==> src/logic/line_regs_pkg.sv <==
// Behaviour
// - Bit 5 latches system bipolar violation
// - Bit 4 latches line bipolar violation
// - Bit 3 latches system excess zeros
// - Bit 2 latches line excess zeros
// - Bit 1 latches pattern bit error
// - Bit 0 latches error counter overflow
// - Write one clears, zero keeps, reset zero
// - Status register read/write, 00H, 7-6 reserved
// - Interrupt output high while any flag set
// - Status at 022H step 40H, channel 0 7E2H
// - Counter 16 bits as low/high bytes
// - Counter bytes update auto or on request
// - Low byte read-only, 00H, channel 0 7E3H
// - Jitter config only at 7E5H, 7-3 reserved
// - Stop bit rise loads peaks, manual only
// - Mode bit 1: zero manual, one auto second
// - Edge select: rising only, or both edges
// - Peaks are 12 bits, value over 16 UI
package line_regs_pkg;
    localparam int          CLK_PERIOD_NS     = 8;
    localparam int          ONE_SECOND_NS     = 1_000_000_000;
    localparam int          ONE_SECOND_CYCLES = ONE_SECOND_NS / CLK_PERIOD_NS;
    localparam int          NUM_CH            = 17;
    localparam int          ADDR_W            = 13;
    localparam int          IDX_W             = 11;
    localparam int          TIMER_W           = 27;
    localparam logic [5:0]  OFS_STATUS        = 6'h22;
    localparam logic [5:0]  OFS_CNT_LOW       = 6'h23;
    localparam logic [5:0]  OFS_CNT_HIGH      = 6'h24;
    localparam logic [4:0]  CH0_BANK          = 5'h1F;
    localparam logic [10:0] IDX_STATUS_CH1    = 11'h022;
    localparam logic [10:0] IDX_CH_STEP       = 11'h040;
    localparam logic [10:0] IDX_STATUS_CH0    = 11'h7E2;
    localparam logic [10:0] IDX_CNT_LOW_CH0   = 11'h7E3;
    localparam logic [10:0] IDX_JM            = 11'h7E5;
    localparam logic [10:0] IDX_POS_LOW       = 11'h7E6;
    localparam logic [10:0] IDX_POS_HIGH      = 11'h7E7;
    localparam logic [10:0] IDX_NEG_LOW       = 11'h7E8;
    localparam logic [10:0] IDX_NEG_HIGH      = 11'h7E9;
    localparam logic [10:0] IDX_EDGE_SEL      = 11'h7F0;
    localparam logic [10:0] IDX_ERR_CFG       = 11'h7F1;
    localparam int          JITTER_MANUAL_STOP_BIT       = 2;
    localparam int          JM_MODE_BIT       = 1;
    localparam int          JM_BAND_BIT       = 0;
    localparam int          CNT_MODE_BIT      = 1;
    localparam int          CNT_UPDATE_BIT    = 0;
    localparam logic [5:0]  STATUS_RESET      = 6'h00;
    localparam logic [15:0] CNT_RESET         = 16'h0000;
    localparam logic [15:0] CNT_MAX           = 16'hFFFF;
    localparam logic [11:0] PEAK_RESET        = 12'h000;
    localparam logic [1:0]  RESP_OKAY         = 2'h0;
    localparam logic [1:0]  RESP_SLVERR       = 2'h2;
endpackage

==> src/logic/reg_access_if.sv <==
interface reg_access_if;
    import line_regs_pkg::*;
    logic             wr_stb;
    logic [IDX_W-1:0] wr_idx;
    logic [7:0]       wr_data;
    logic             wr_lane;
    logic             wr_ok;
    logic             rd_stb;
    logic [IDX_W-1:0] rd_idx;
    logic [7:0]       rd_data;
    logic             rd_ok;
    modport bus  (output wr_stb, wr_idx, wr_data, wr_lane, rd_stb, rd_idx, input wr_ok, rd_data, rd_ok);
    modport regs (input wr_stb, wr_idx, wr_data, wr_lane, rd_stb, rd_idx, output wr_ok, rd_data, rd_ok);
endinterface

==> src/logic/axil_slave.sv <==
module axil_slave import line_regs_pkg::*; (
    input  wire logic              aclk,
    input  wire logic              aresetn,
    input  wire logic [ADDR_W-1:0] awaddr,
    input  wire logic              awvalid,
    output logic                   awready,
    input  wire logic [31:0]       wdata,
    input  wire logic [3:0]        wstrb,
    input  wire logic              wvalid,
    output logic                   wready,
    output logic [1:0]             bresp,
    output logic                   bvalid,
    input  wire logic              bready,
    input  wire logic [ADDR_W-1:0] araddr,
    input  wire logic              arvalid,
    output logic                   arready,
    output logic [31:0]            rdata,
    output logic [1:0]             rresp,
    output logic                   rvalid,
    input  wire logic              rready,
    reg_access_if.bus              rb
);
    typedef struct packed {
        logic             aw_got;
        logic             w_got;
        logic [IDX_W-1:0] w_idx;
        logic [7:0]       w_data;
        logic             w_lane;
        logic             bvalid;
        logic [1:0]       bresp;
        logic             rvalid;
        logic [7:0]       rdata;
        logic [1:0]       rresp;
    } axil_state_s;
    axil_state_s st_reg;
    axil_state_s st_next;
    assign awready    = !st_reg.aw_got && !st_reg.bvalid;
    assign wready     = !st_reg.w_got && !st_reg.bvalid;
    assign arready    = !st_reg.rvalid;
    assign rb.wr_stb  = st_reg.aw_got && st_reg.w_got && !st_reg.bvalid;
    assign rb.wr_idx  = st_reg.w_idx;
    assign rb.wr_data = st_reg.w_data;
    assign rb.wr_lane = st_reg.w_lane;
    assign rb.rd_stb  = arvalid && !st_reg.rvalid;
    assign rb.rd_idx  = araddr[ADDR_W-1:2];
    always_comb begin
        st_next = st_reg;
        if (awvalid && awready) begin
            st_next.aw_got = 1'b1;
            st_next.w_idx  = awaddr[ADDR_W-1:2];
        end
        if (wvalid && wready) begin
            st_next.w_got  = 1'b1;
            st_next.w_data = wdata[7:0];
            st_next.w_lane = wstrb[0];
        end
        if (rb.wr_stb) begin
            st_next.aw_got = 1'b0;
            st_next.w_got  = 1'b0;
            st_next.bvalid = 1'b1;
            st_next.bresp  = rb.wr_ok ? RESP_OKAY : RESP_SLVERR;
        end else if (st_reg.bvalid && bready) begin
            st_next.bvalid = 1'b0;
        end
        if (rb.rd_stb) begin
            st_next.rvalid = 1'b1;
            st_next.rdata  = rb.rd_data;
            st_next.rresp  = rb.rd_ok ? RESP_OKAY : RESP_SLVERR;
        end else if (st_reg.rvalid && rready) begin
            st_next.rvalid = 1'b0;
        end
    end
    always_ff @(posedge aclk) begin
        if (!aresetn) begin
            st_reg <= '0;
        end else begin
            st_reg <= st_next;
        end
    end
    assign bvalid = st_reg.bvalid;
    assign bresp  = st_reg.bresp;
    assign rvalid = st_reg.rvalid;
    assign rresp  = st_reg.rresp;
    assign rdata  = {24'h000000, st_reg.rdata};
endmodule // axil_slave

==> src/logic/chan_status.sv <==
module chan_status import line_regs_pkg::*; (
    input  wire logic        aclk,
    input  wire logic        aresetn,
    input  wire logic [3:0]  live,
    input  wire logic [3:0]  edge_any,
    input  wire logic        pattern_err,
    input  wire logic        err_event,
    input  wire logic        load,
    input  wire logic [5:0]  clr,
    output logic      [5:0]  flags,
    output logic      [15:0] shown
);
    typedef struct packed {
        logic [3:0]  live_prev;
        logic [5:0]  flags;
        logic [15:0] acc;
        logic [15:0] shown;
    } chan_state_s;
    chan_state_s st_reg;
    chan_state_s st_next;
    logic [5:0]  set;
    logic        ovf;
    always_comb begin
        st_next = st_reg;
        for (int i = 0; i < 4; i++) begin
            set[i+2] = edge_any[i] ? (live[i] ^ st_reg.live_prev[i])
                                   : (live[i] & ~st_reg.live_prev[i]);
        end
        ovf    = err_event && !load && (st_reg.acc == CNT_MAX);
        set[1] = pattern_err;
        set[0] = ovf;
        st_next.flags     = (st_reg.flags & ~clr) | set;
        st_next.live_prev = live;
        if (load) begin
            st_next.shown = st_reg.acc;
            st_next.acc   = {15'h0000, err_event};
        end else if (err_event && !ovf) begin
            st_next.acc = st_reg.acc + 16'h0001;
        end
    end
    always_ff @(posedge aclk) begin
        if (!aresetn) begin
            st_reg <= '{4'h0, STATUS_RESET, CNT_RESET, CNT_RESET};
        end else begin
            st_reg <= st_next;
        end
    end
    assign flags = st_reg.flags;
    assign shown = st_reg.shown;
endmodule // chan_status

==> src/logic/line_status_regs.sv <==
module line_status_regs import line_regs_pkg::*; #(
    parameter int SECOND_CYCLES = ONE_SECOND_CYCLES
) (
    input  wire logic              aclk,
    input  wire logic              aresetn,
    input  wire logic [ADDR_W-1:0] s_axi_awaddr,
    input  wire logic              s_axi_awvalid,
    output logic                   s_axi_awready,
    input  wire logic [31:0]       s_axi_wdata,
    input  wire logic [3:0]        s_axi_wstrb,
    input  wire logic              s_axi_wvalid,
    output logic                   s_axi_wready,
    output logic [1:0]             s_axi_bresp,
    output logic                   s_axi_bvalid,
    input  wire logic              s_axi_bready,
    input  wire logic [ADDR_W-1:0] s_axi_araddr,
    input  wire logic              s_axi_arvalid,
    output logic                   s_axi_arready,
    output logic [31:0]            s_axi_rdata,
    output logic [1:0]             s_axi_rresp,
    output logic                   s_axi_rvalid,
    input  wire logic              s_axi_rready,
    input  wire logic [NUM_CH-1:0] sys_bipolar_violation,
    input  wire logic [NUM_CH-1:0] line_bipolar_violation,
    input  wire logic [NUM_CH-1:0] sys_excess_zeros,
    input  wire logic [NUM_CH-1:0] line_excess_zeros,
    input  wire logic [NUM_CH-1:0] pattern_error_event,
    input  wire logic [NUM_CH-1:0] error_count_event,
    input  wire logic [11:0]       pos_peak_value,
    input  wire logic [11:0]       neg_peak_value,
    output logic                   irq,
    output logic                   jitter_band_select,
    output logic                   jitter_period_mode
);
    // ------------------------------------------------------------
    // Types and state
    // ------------------------------------------------------------
    typedef struct packed {
        logic       hit;
        logic [4:0] ch;
    } chan_sel_s;

    typedef struct packed {
        logic [3:0]         edge_sel;
        logic               cnt_manual;
        logic               jitter_manual_stop;
        logic               jm_mode;
        logic               jm_band;
        logic [11:0]        pos_peak;
        logic [11:0]        neg_peak;
        logic [TIMER_W-1:0] timer;
    } top_state_s;

    top_state_s st_reg;
    top_state_s st_next;

    reg_access_if rb ();

    logic [5:0]  ch_flags [NUM_CH];
    logic [15:0] ch_shown [NUM_CH];
    logic [5:0]  ch_clr   [NUM_CH];
    logic        tick;
    logic        cnt_load;
    logic        jm_load;
    logic        jm_wr;
    logic        cfg_wr;
    logic        stat_wr;
    logic [7:0]  rd_data_c;
    logic        rd_ok_c;
    logic        wr_ok_c;
    logic [NUM_CH-1:0] any_flag;
    chan_sel_s   rdec;
    chan_sel_s   wdec;

    // ------------------------------------------------------------
    // Channel address decode
    // ------------------------------------------------------------
    function automatic chan_sel_s chan_decode(input logic [IDX_W-1:0] idx);
        chan_sel_s r;
        logic      ofs_ok;
        ofs_ok = (idx[5:0] == OFS_STATUS) || (idx[5:0] == OFS_CNT_LOW)
              || (idx[5:0] == OFS_CNT_HIGH);
        r.hit  = ofs_ok && (!idx[10] || (idx[10:6] == CH0_BANK));
        r.ch   = idx[10] ? 5'h00 : ({1'b0, idx[9:6]} + 5'h01);
        return r;
    endfunction

    // ------------------------------------------------------------
    // Bus slave
    // ------------------------------------------------------------
    axil_slave u_axil (
        .aclk    (aclk),
        .aresetn (aresetn),
        .awaddr  (s_axi_awaddr),
        .awvalid (s_axi_awvalid),
        .awready (s_axi_awready),
        .wdata   (s_axi_wdata),
        .wstrb   (s_axi_wstrb),
        .wvalid  (s_axi_wvalid),
        .wready  (s_axi_wready),
        .bresp   (s_axi_bresp),
        .bvalid  (s_axi_bvalid),
        .bready  (s_axi_bready),
        .araddr  (s_axi_araddr),
        .arvalid (s_axi_arvalid),
        .arready (s_axi_arready),
        .rdata   (s_axi_rdata),
        .rresp   (s_axi_rresp),
        .rvalid  (s_axi_rvalid),
        .rready  (s_axi_rready),
        .rb      (rb.bus)
    );

    assign rb.rd_data = rd_data_c;
    assign rb.rd_ok   = rd_ok_c;
    assign rb.wr_ok   = wr_ok_c;

    // ------------------------------------------------------------
    // Channels
    // ------------------------------------------------------------
    for (genvar c = 0; c < NUM_CH; c++) begin : g_ch
        chan_status u_chan (
            .aclk        (aclk),
            .aresetn     (aresetn),
            .live        ({sys_bipolar_violation[c], line_bipolar_violation[c],
                           sys_excess_zeros[c], line_excess_zeros[c]}),
            .edge_any    (st_reg.edge_sel),
            .pattern_err (pattern_error_event[c]),
            .err_event   (error_count_event[c]),
            .load        (cnt_load),
            .clr         (ch_clr[c]),
            .flags       (ch_flags[c]),
            .shown       (ch_shown[c])
        );
        assign any_flag[c] = |ch_flags[c];
    end

    assign irq = |any_flag;
    assign jitter_band_select = st_reg.jm_band;
    assign jitter_period_mode = st_reg.jm_mode;

    // ------------------------------------------------------------
    // Next state, writes and read mux
    // ------------------------------------------------------------
    always_comb begin
        st_next = st_reg;
        wdec    = chan_decode(rb.wr_idx);
        rdec    = chan_decode(rb.rd_idx);
        tick    = (st_reg.timer == TIMER_W'(SECOND_CYCLES - 1));
        jm_wr   = rb.wr_stb && rb.wr_lane && (rb.wr_idx == IDX_JM);
        cfg_wr  = rb.wr_stb && rb.wr_lane && (rb.wr_idx == IDX_ERR_CFG);
        stat_wr = rb.wr_stb && rb.wr_lane && wdec.hit && (rb.wr_idx[5:0] == OFS_STATUS);
        wr_ok_c = wdec.hit || (rb.wr_idx >= IDX_JM && rb.wr_idx <= IDX_NEG_HIGH)
               || (rb.wr_idx == IDX_EDGE_SEL) || (rb.wr_idx == IDX_ERR_CFG);
        st_next.timer = tick ? '0 : st_reg.timer + TIMER_W'(1);

        for (int c = 0; c < NUM_CH; c++) begin
            ch_clr[c] = (stat_wr && (wdec.ch == 5'(c))) ? rb.wr_data[5:0] : 6'h00;
        end

        cnt_load = st_reg.cnt_manual ? (cfg_wr && rb.wr_data[CNT_UPDATE_BIT])
                                     : tick;
        jm_load  = st_reg.jm_mode ? tick
                 : (jm_wr && rb.wr_data[JITTER_MANUAL_STOP_BIT] && !st_reg.jitter_manual_stop);

        if (jm_load) begin
            st_next.pos_peak = pos_peak_value;
            st_next.neg_peak = neg_peak_value;
        end
        if (jm_wr) begin
            st_next.jitter_manual_stop = rb.wr_data[JITTER_MANUAL_STOP_BIT];
            st_next.jm_mode = rb.wr_data[JM_MODE_BIT];
            st_next.jm_band = rb.wr_data[JM_BAND_BIT];
        end
        if (cfg_wr) begin
            st_next.cnt_manual = rb.wr_data[CNT_MODE_BIT];
        end
        if (rb.wr_stb && rb.wr_lane && rb.wr_idx == IDX_EDGE_SEL) begin
            st_next.edge_sel = rb.wr_data[3:0];
        end

        rd_data_c = 8'h00;
        rd_ok_c   = 1'b1;
        if (rdec.hit) begin
            case (rb.rd_idx[5:0])
                OFS_STATUS:   rd_data_c = {2'b00, ch_flags[rdec.ch]};
                OFS_CNT_LOW:  rd_data_c = ch_shown[rdec.ch][7:0];
                default:      rd_data_c = ch_shown[rdec.ch][15:8];
            endcase
        end else begin
            case (rb.rd_idx)
                IDX_JM:       rd_data_c = {5'h00, st_reg.jitter_manual_stop, st_reg.jm_mode,
                                           st_reg.jm_band};
                IDX_POS_LOW:  rd_data_c = st_reg.pos_peak[7:0];
                IDX_POS_HIGH: rd_data_c = {4'h0, st_reg.pos_peak[11:8]};
                IDX_NEG_LOW:  rd_data_c = st_reg.neg_peak[7:0];
                IDX_NEG_HIGH: rd_data_c = {4'h0, st_reg.neg_peak[11:8]};
                IDX_EDGE_SEL: rd_data_c = {4'h0, st_reg.edge_sel};
                IDX_ERR_CFG:  rd_data_c = {6'h00, st_reg.cnt_manual, 1'b0};
                default:      rd_ok_c = 1'b0;
            endcase
        end
    end

    always_ff @(posedge aclk) begin
        if (!aresetn) begin
            st_reg <= '{4'h0, 1'b0, 1'b0, 1'b0, 1'b0, PEAK_RESET, PEAK_RESET, '0};
        end else begin
            st_reg <= st_next;
        end
    end
endmodule // line_status_regs

==> config.mk <==
export PLATFORM = sky130hd
export DESIGN_NAME = line_status_regs
export DESIGN_NICKNAME = d
export VERILOG_FILES = /design/src/logic/line_regs_pkg.sv /design/src/logic/reg_access_if.sv /design/src/logic/axil_slave.sv /design/src/logic/chan_status.sv /design/src/logic/line_status_regs.sv
export SDC_FILE = /design/constraint.sdc
export NUM_CORES = 2
export LEC_CHECK = 0
export ABC_CLOCK_PERIOD_IN_PS = 4510
export BUFFER_PORTS_ARGS = -buffer_cell sky130_fd_sc_hd__buf_2
export CAP_MARGIN = 10
export CORE_MARGIN = 3
export CORE_UTILIZATION = 45
export DETAILED_ROUTE_END_ITERATION = 16
export PLACE_DENSITY = 0.62
export SYNTH_ARGS = -nofsm -noshare
export SYNTH_HDL_FRONTEND = slang
export SYNTH_SLANG_ARGS = --single-unit
==> constraint.sdc <==
create_clock -name aclk -period 4.51 [get_ports aclk]
set_input_delay 0.902 -clock aclk [delete_from_list [all_inputs] [get_ports aclk]]
set_output_delay 0.902 -clock aclk [all_outputs]
set_load 0.05 [all_outputs]
==> results.sh <==
export IMPL_cts_path_max_buffers=3
export IMPL_synth_area_sq_um=38430
export IMPL_hold_ws_ns=0.4591
export IMPL_p_total_mw=16.13
export IMPL_ys_seq_area_frac=0.4193
export IMPL_fin_cells=5904
export IMPL_met1_usage=0.3497
export IMPL_finalCritPeriodShare=0.7589
export IMPL_first_pass_iters=8
export IMPL_grt_start_max_net_pins=175
export IMPL_die_w_um=298.3
export IMPL_worst_pin_slew_ns=1.143
export IMPL_post_place_ws_ns=0.8734
export IMPL_clockRootBuffer="clkbuf_16"
export IMPL_path_max_fanout=3
export IMPL_cts_buffers_inserted=88
export IMPL_fin_ws_ns=1.087
export IMPL_startpoint_type="register"
export IMPL_coreArea_sq_um=84090
export IMPL_grt_pass1_wl_um=180800
export IMPL_pwr_share_seq=0.459
export IMPL_yosysWarningCount=0
export IMPL_yosysMostFrequentCell="nand2_1"
export IMPL_cts_max_level=3
export IMPL_ir_drop_uv=245.3
export IMPL_place_area_sq_um=40190
export IMPL_combPwrFrac=0.073
export IMPL_async_reset_ff_frac=0
export IMPL_maxSlewViolCount=0
export IMPL_met3_usage=0.03658
export IMPL_largest_reg_flops=340
export IMPL_wire_per_inst_um=19.80
export IMPL_worstSetupPathType="reg -> out"
export IMPL_switchingPower_mw=3.897
export IMPL_slowest_stage="nor4_1"
export IMPL_setup_viol=0
export IMPL_crit_buf_inv=1
export IMPL_finalNetCount=4978
export IMPL_insertion_delay_ns=0.64
export IMPL_intPower_mw=12.23
export IMPL_die_area_sq_um=88950
export IMPL_synth_cell_types=81
export IMPL_avgViaCountPerCell=5.577
export IMPL_row_count=106
export IMPL_antenna_found_initial=4
export IMPL_track_usage=0.2553
export IMPL_cp_data_arrival_time_ns=2.52
export IMPL_top_usage_layer="met2"
export IMPL_ys_seq_elements=805
export IMPL_crit_path_cell_trace="nor4_1 > nand4_1 > nor2_1 > nand3_1 > buf_2"
export IMPL_status="finished clean"
export IMPL_routabilityCongestion=0.9381
export IMPL_clkTransAtPathRegs_ns=0.06
export IMPL_fmax_mhz=292.2
export IMPL_slew_headroom=0.2322
export IMPL_start_util=0.4571
export IMPL_cts_sinks=805
export IMPL_rsz0062_at_grt="no"
export IMPL_drtIter0Drc=2864
export IMPL_grt_pass1_vias=30490
export IMPL_cp_required_ns=3.61
export IMPL_synthTopCellsByCount="812 x nand2_1, 805 x dfxtp_1, 430 x nor2_1"
export IMPL_fin_skew_ns=0.02801
export IMPL_cts_repair_resized=0
export IMPL_clock_power_share=0.468
export IMPL_fin_crit_ns=3.423
export IMPL_hold_viol=0
export IMPL_routed_wl_um=116900
export IMPL_cp_top_family="simple AND/OR/NAND/NOR gates"
export IMPL_cts_setup_buffers=0
export IMPL_fin_tns_setup_ns=0
export IMPL_area_growth_pct=12.58
export IMPL_synth_top_cell_by_area="dfxtp_1"
export IMPL_netSwitchingFraction=0.2416
export IMPL_ant_nets=0
export IMPL_finalCoreUtilization=0.5146
export IMPL_hpwl_um=82020
export IMPL_leakage_nw=15.49
export IMPL_cpPeakStageDelay_ns=0.78
export IMPL_io_pins=239
export IMPL_drcViolationCount=0
export IMPL_drv_cap=0
export IMPL_hold_class="reg -> reg"
export IMPL_synth_edf_count=0
export IMPL_ys_flop_type="dfxtp_1"
export IMPL_layout_drive_gt1_share=0.09711
export IMPL_p_per_area_nw_per_um2=372.8
export IMPL_tritoncts="built"
export IMPL_netlist_top_cells_area="dfxtp_1 42%, nand2_1 7.9%, a21boi_0 7.6%"
export IMPL_vias=32930
export IMPL_die_y_um=298.3
export IMPL_end_kind="primary output"
export IMPL_postCtsHoldBufs=0
export IMPL_dp_cells=5738
export IMPL_gr_usage_met2=0.4064
export IMPL_avgSynthCellArea_sq_um=8.278
export IMPL_grt_ovfl_total=0
export IMPL_synth_top_area_frac=0.4193
export IMPL_syn_inst=4643
export IMPL_io_buffers=179
export IMPL_fin_area_sq_um=43270
[area by class of cell]
class / instances / area, sq um
fillers: 8199 / 40820
multi-input cells: 3442 / 20650
flip-flops and latches: 805 / 16120
clock buffers: 125 / 2648
repair buffers: 253 / 1624
well taps: 1134 / 1419
clock inverters: 38 / 415.4
inverters: 105 / 394.1
diodes: 2 / 5.005
[worst min-delay path: stages, from the launching register on]
cell and delay [ns]:
dfxtp_1 0.30, nand2_1 0.05, a21boi_0 0.06
[cell usage in the layout (no fill, tap or decap), types with 104 or more instances in the layout]
cell | synthesis | final
inv_1 | 104 | 104
xnor2_1 | 111 | 110
a21oi_1 | 188 | 188
a21boi_0 | 389 | 389
xor2_1 | 105 | 105
nand3_1 | 153 | 153
nand2_1 | 812 | 811
nor2_1 | 430 | 427
buf_2 | 68 | 178
o21ai_0 | 119 | 119
dfxtp_1 | 805 | 805
[worst paths after layout]
check / from / endpoint / slack, ns / cells past startpoint
worst max-delay path: g_ch[2].u_chan.flags[5]$_SDFF_PN0_ / irq / 1.09 / 5
worst min-delay path: g_ch[11].u_chan.shown[10]$_SDFFE_PN0P_ / g_ch[11].u_chan.shown[10]$_SDFFE_PN0P_ / 0.46 / 2
worst max register to register: u_axil.rb.wr_idx[6]$_SDFFE_PN0P_ / g_ch[12].u_chan.shown[14]$_SDFFE_PN0P_ / 1.10 / 9
worst min register to register: g_ch[11].u_chan.shown[10]$_SDFFE_PN0P_ / g_ch[11].u_chan.shown[10]$_SDFFE_PN0P_ / 0.46 / 2
[cells by family (layout without fill, tap and decap cells)]
group / after synthesis / in the layout / synth area share
xor+xnor: 216 / 216 / 0.04922
mux: 120 / 120 / 0.03382
flops: 805 / 805 / 0.4193
fa+ha+maj: 88 / 88 / 0.02865
simple gates: 2009 / 2009 / 0.2463
buf+inv: 421 / 521 / 0.04727
compound gates: 983 / 983 / 0.1753
other cells: 1 / 28 / 0.00009757
[power groups by stage]
stage                     Sequential, mW  Combinational, mW  Clock (mW)
final                               7.40               1.18        7.56
after CTS                           7.39               1.16        7.68
after floorplan                     7.49              0.803           0
after detailed placement            7.55               1.16           0
after global placement              7.55               1.14           0
after global routing                7.41               1.28        7.98
[per-layer routing]
| layer | up-vias | wire length [um] |
|---|---|---|
| met5 | - | 13 |
| met4 | 2 | 4773 |
| met3 | 224 | 6926 |
| met2 | 958 | 52560 |
| met1 | 15630 | 52610 |
| li1 | 16110 | - |
Power figures use the tool's default switching activity.
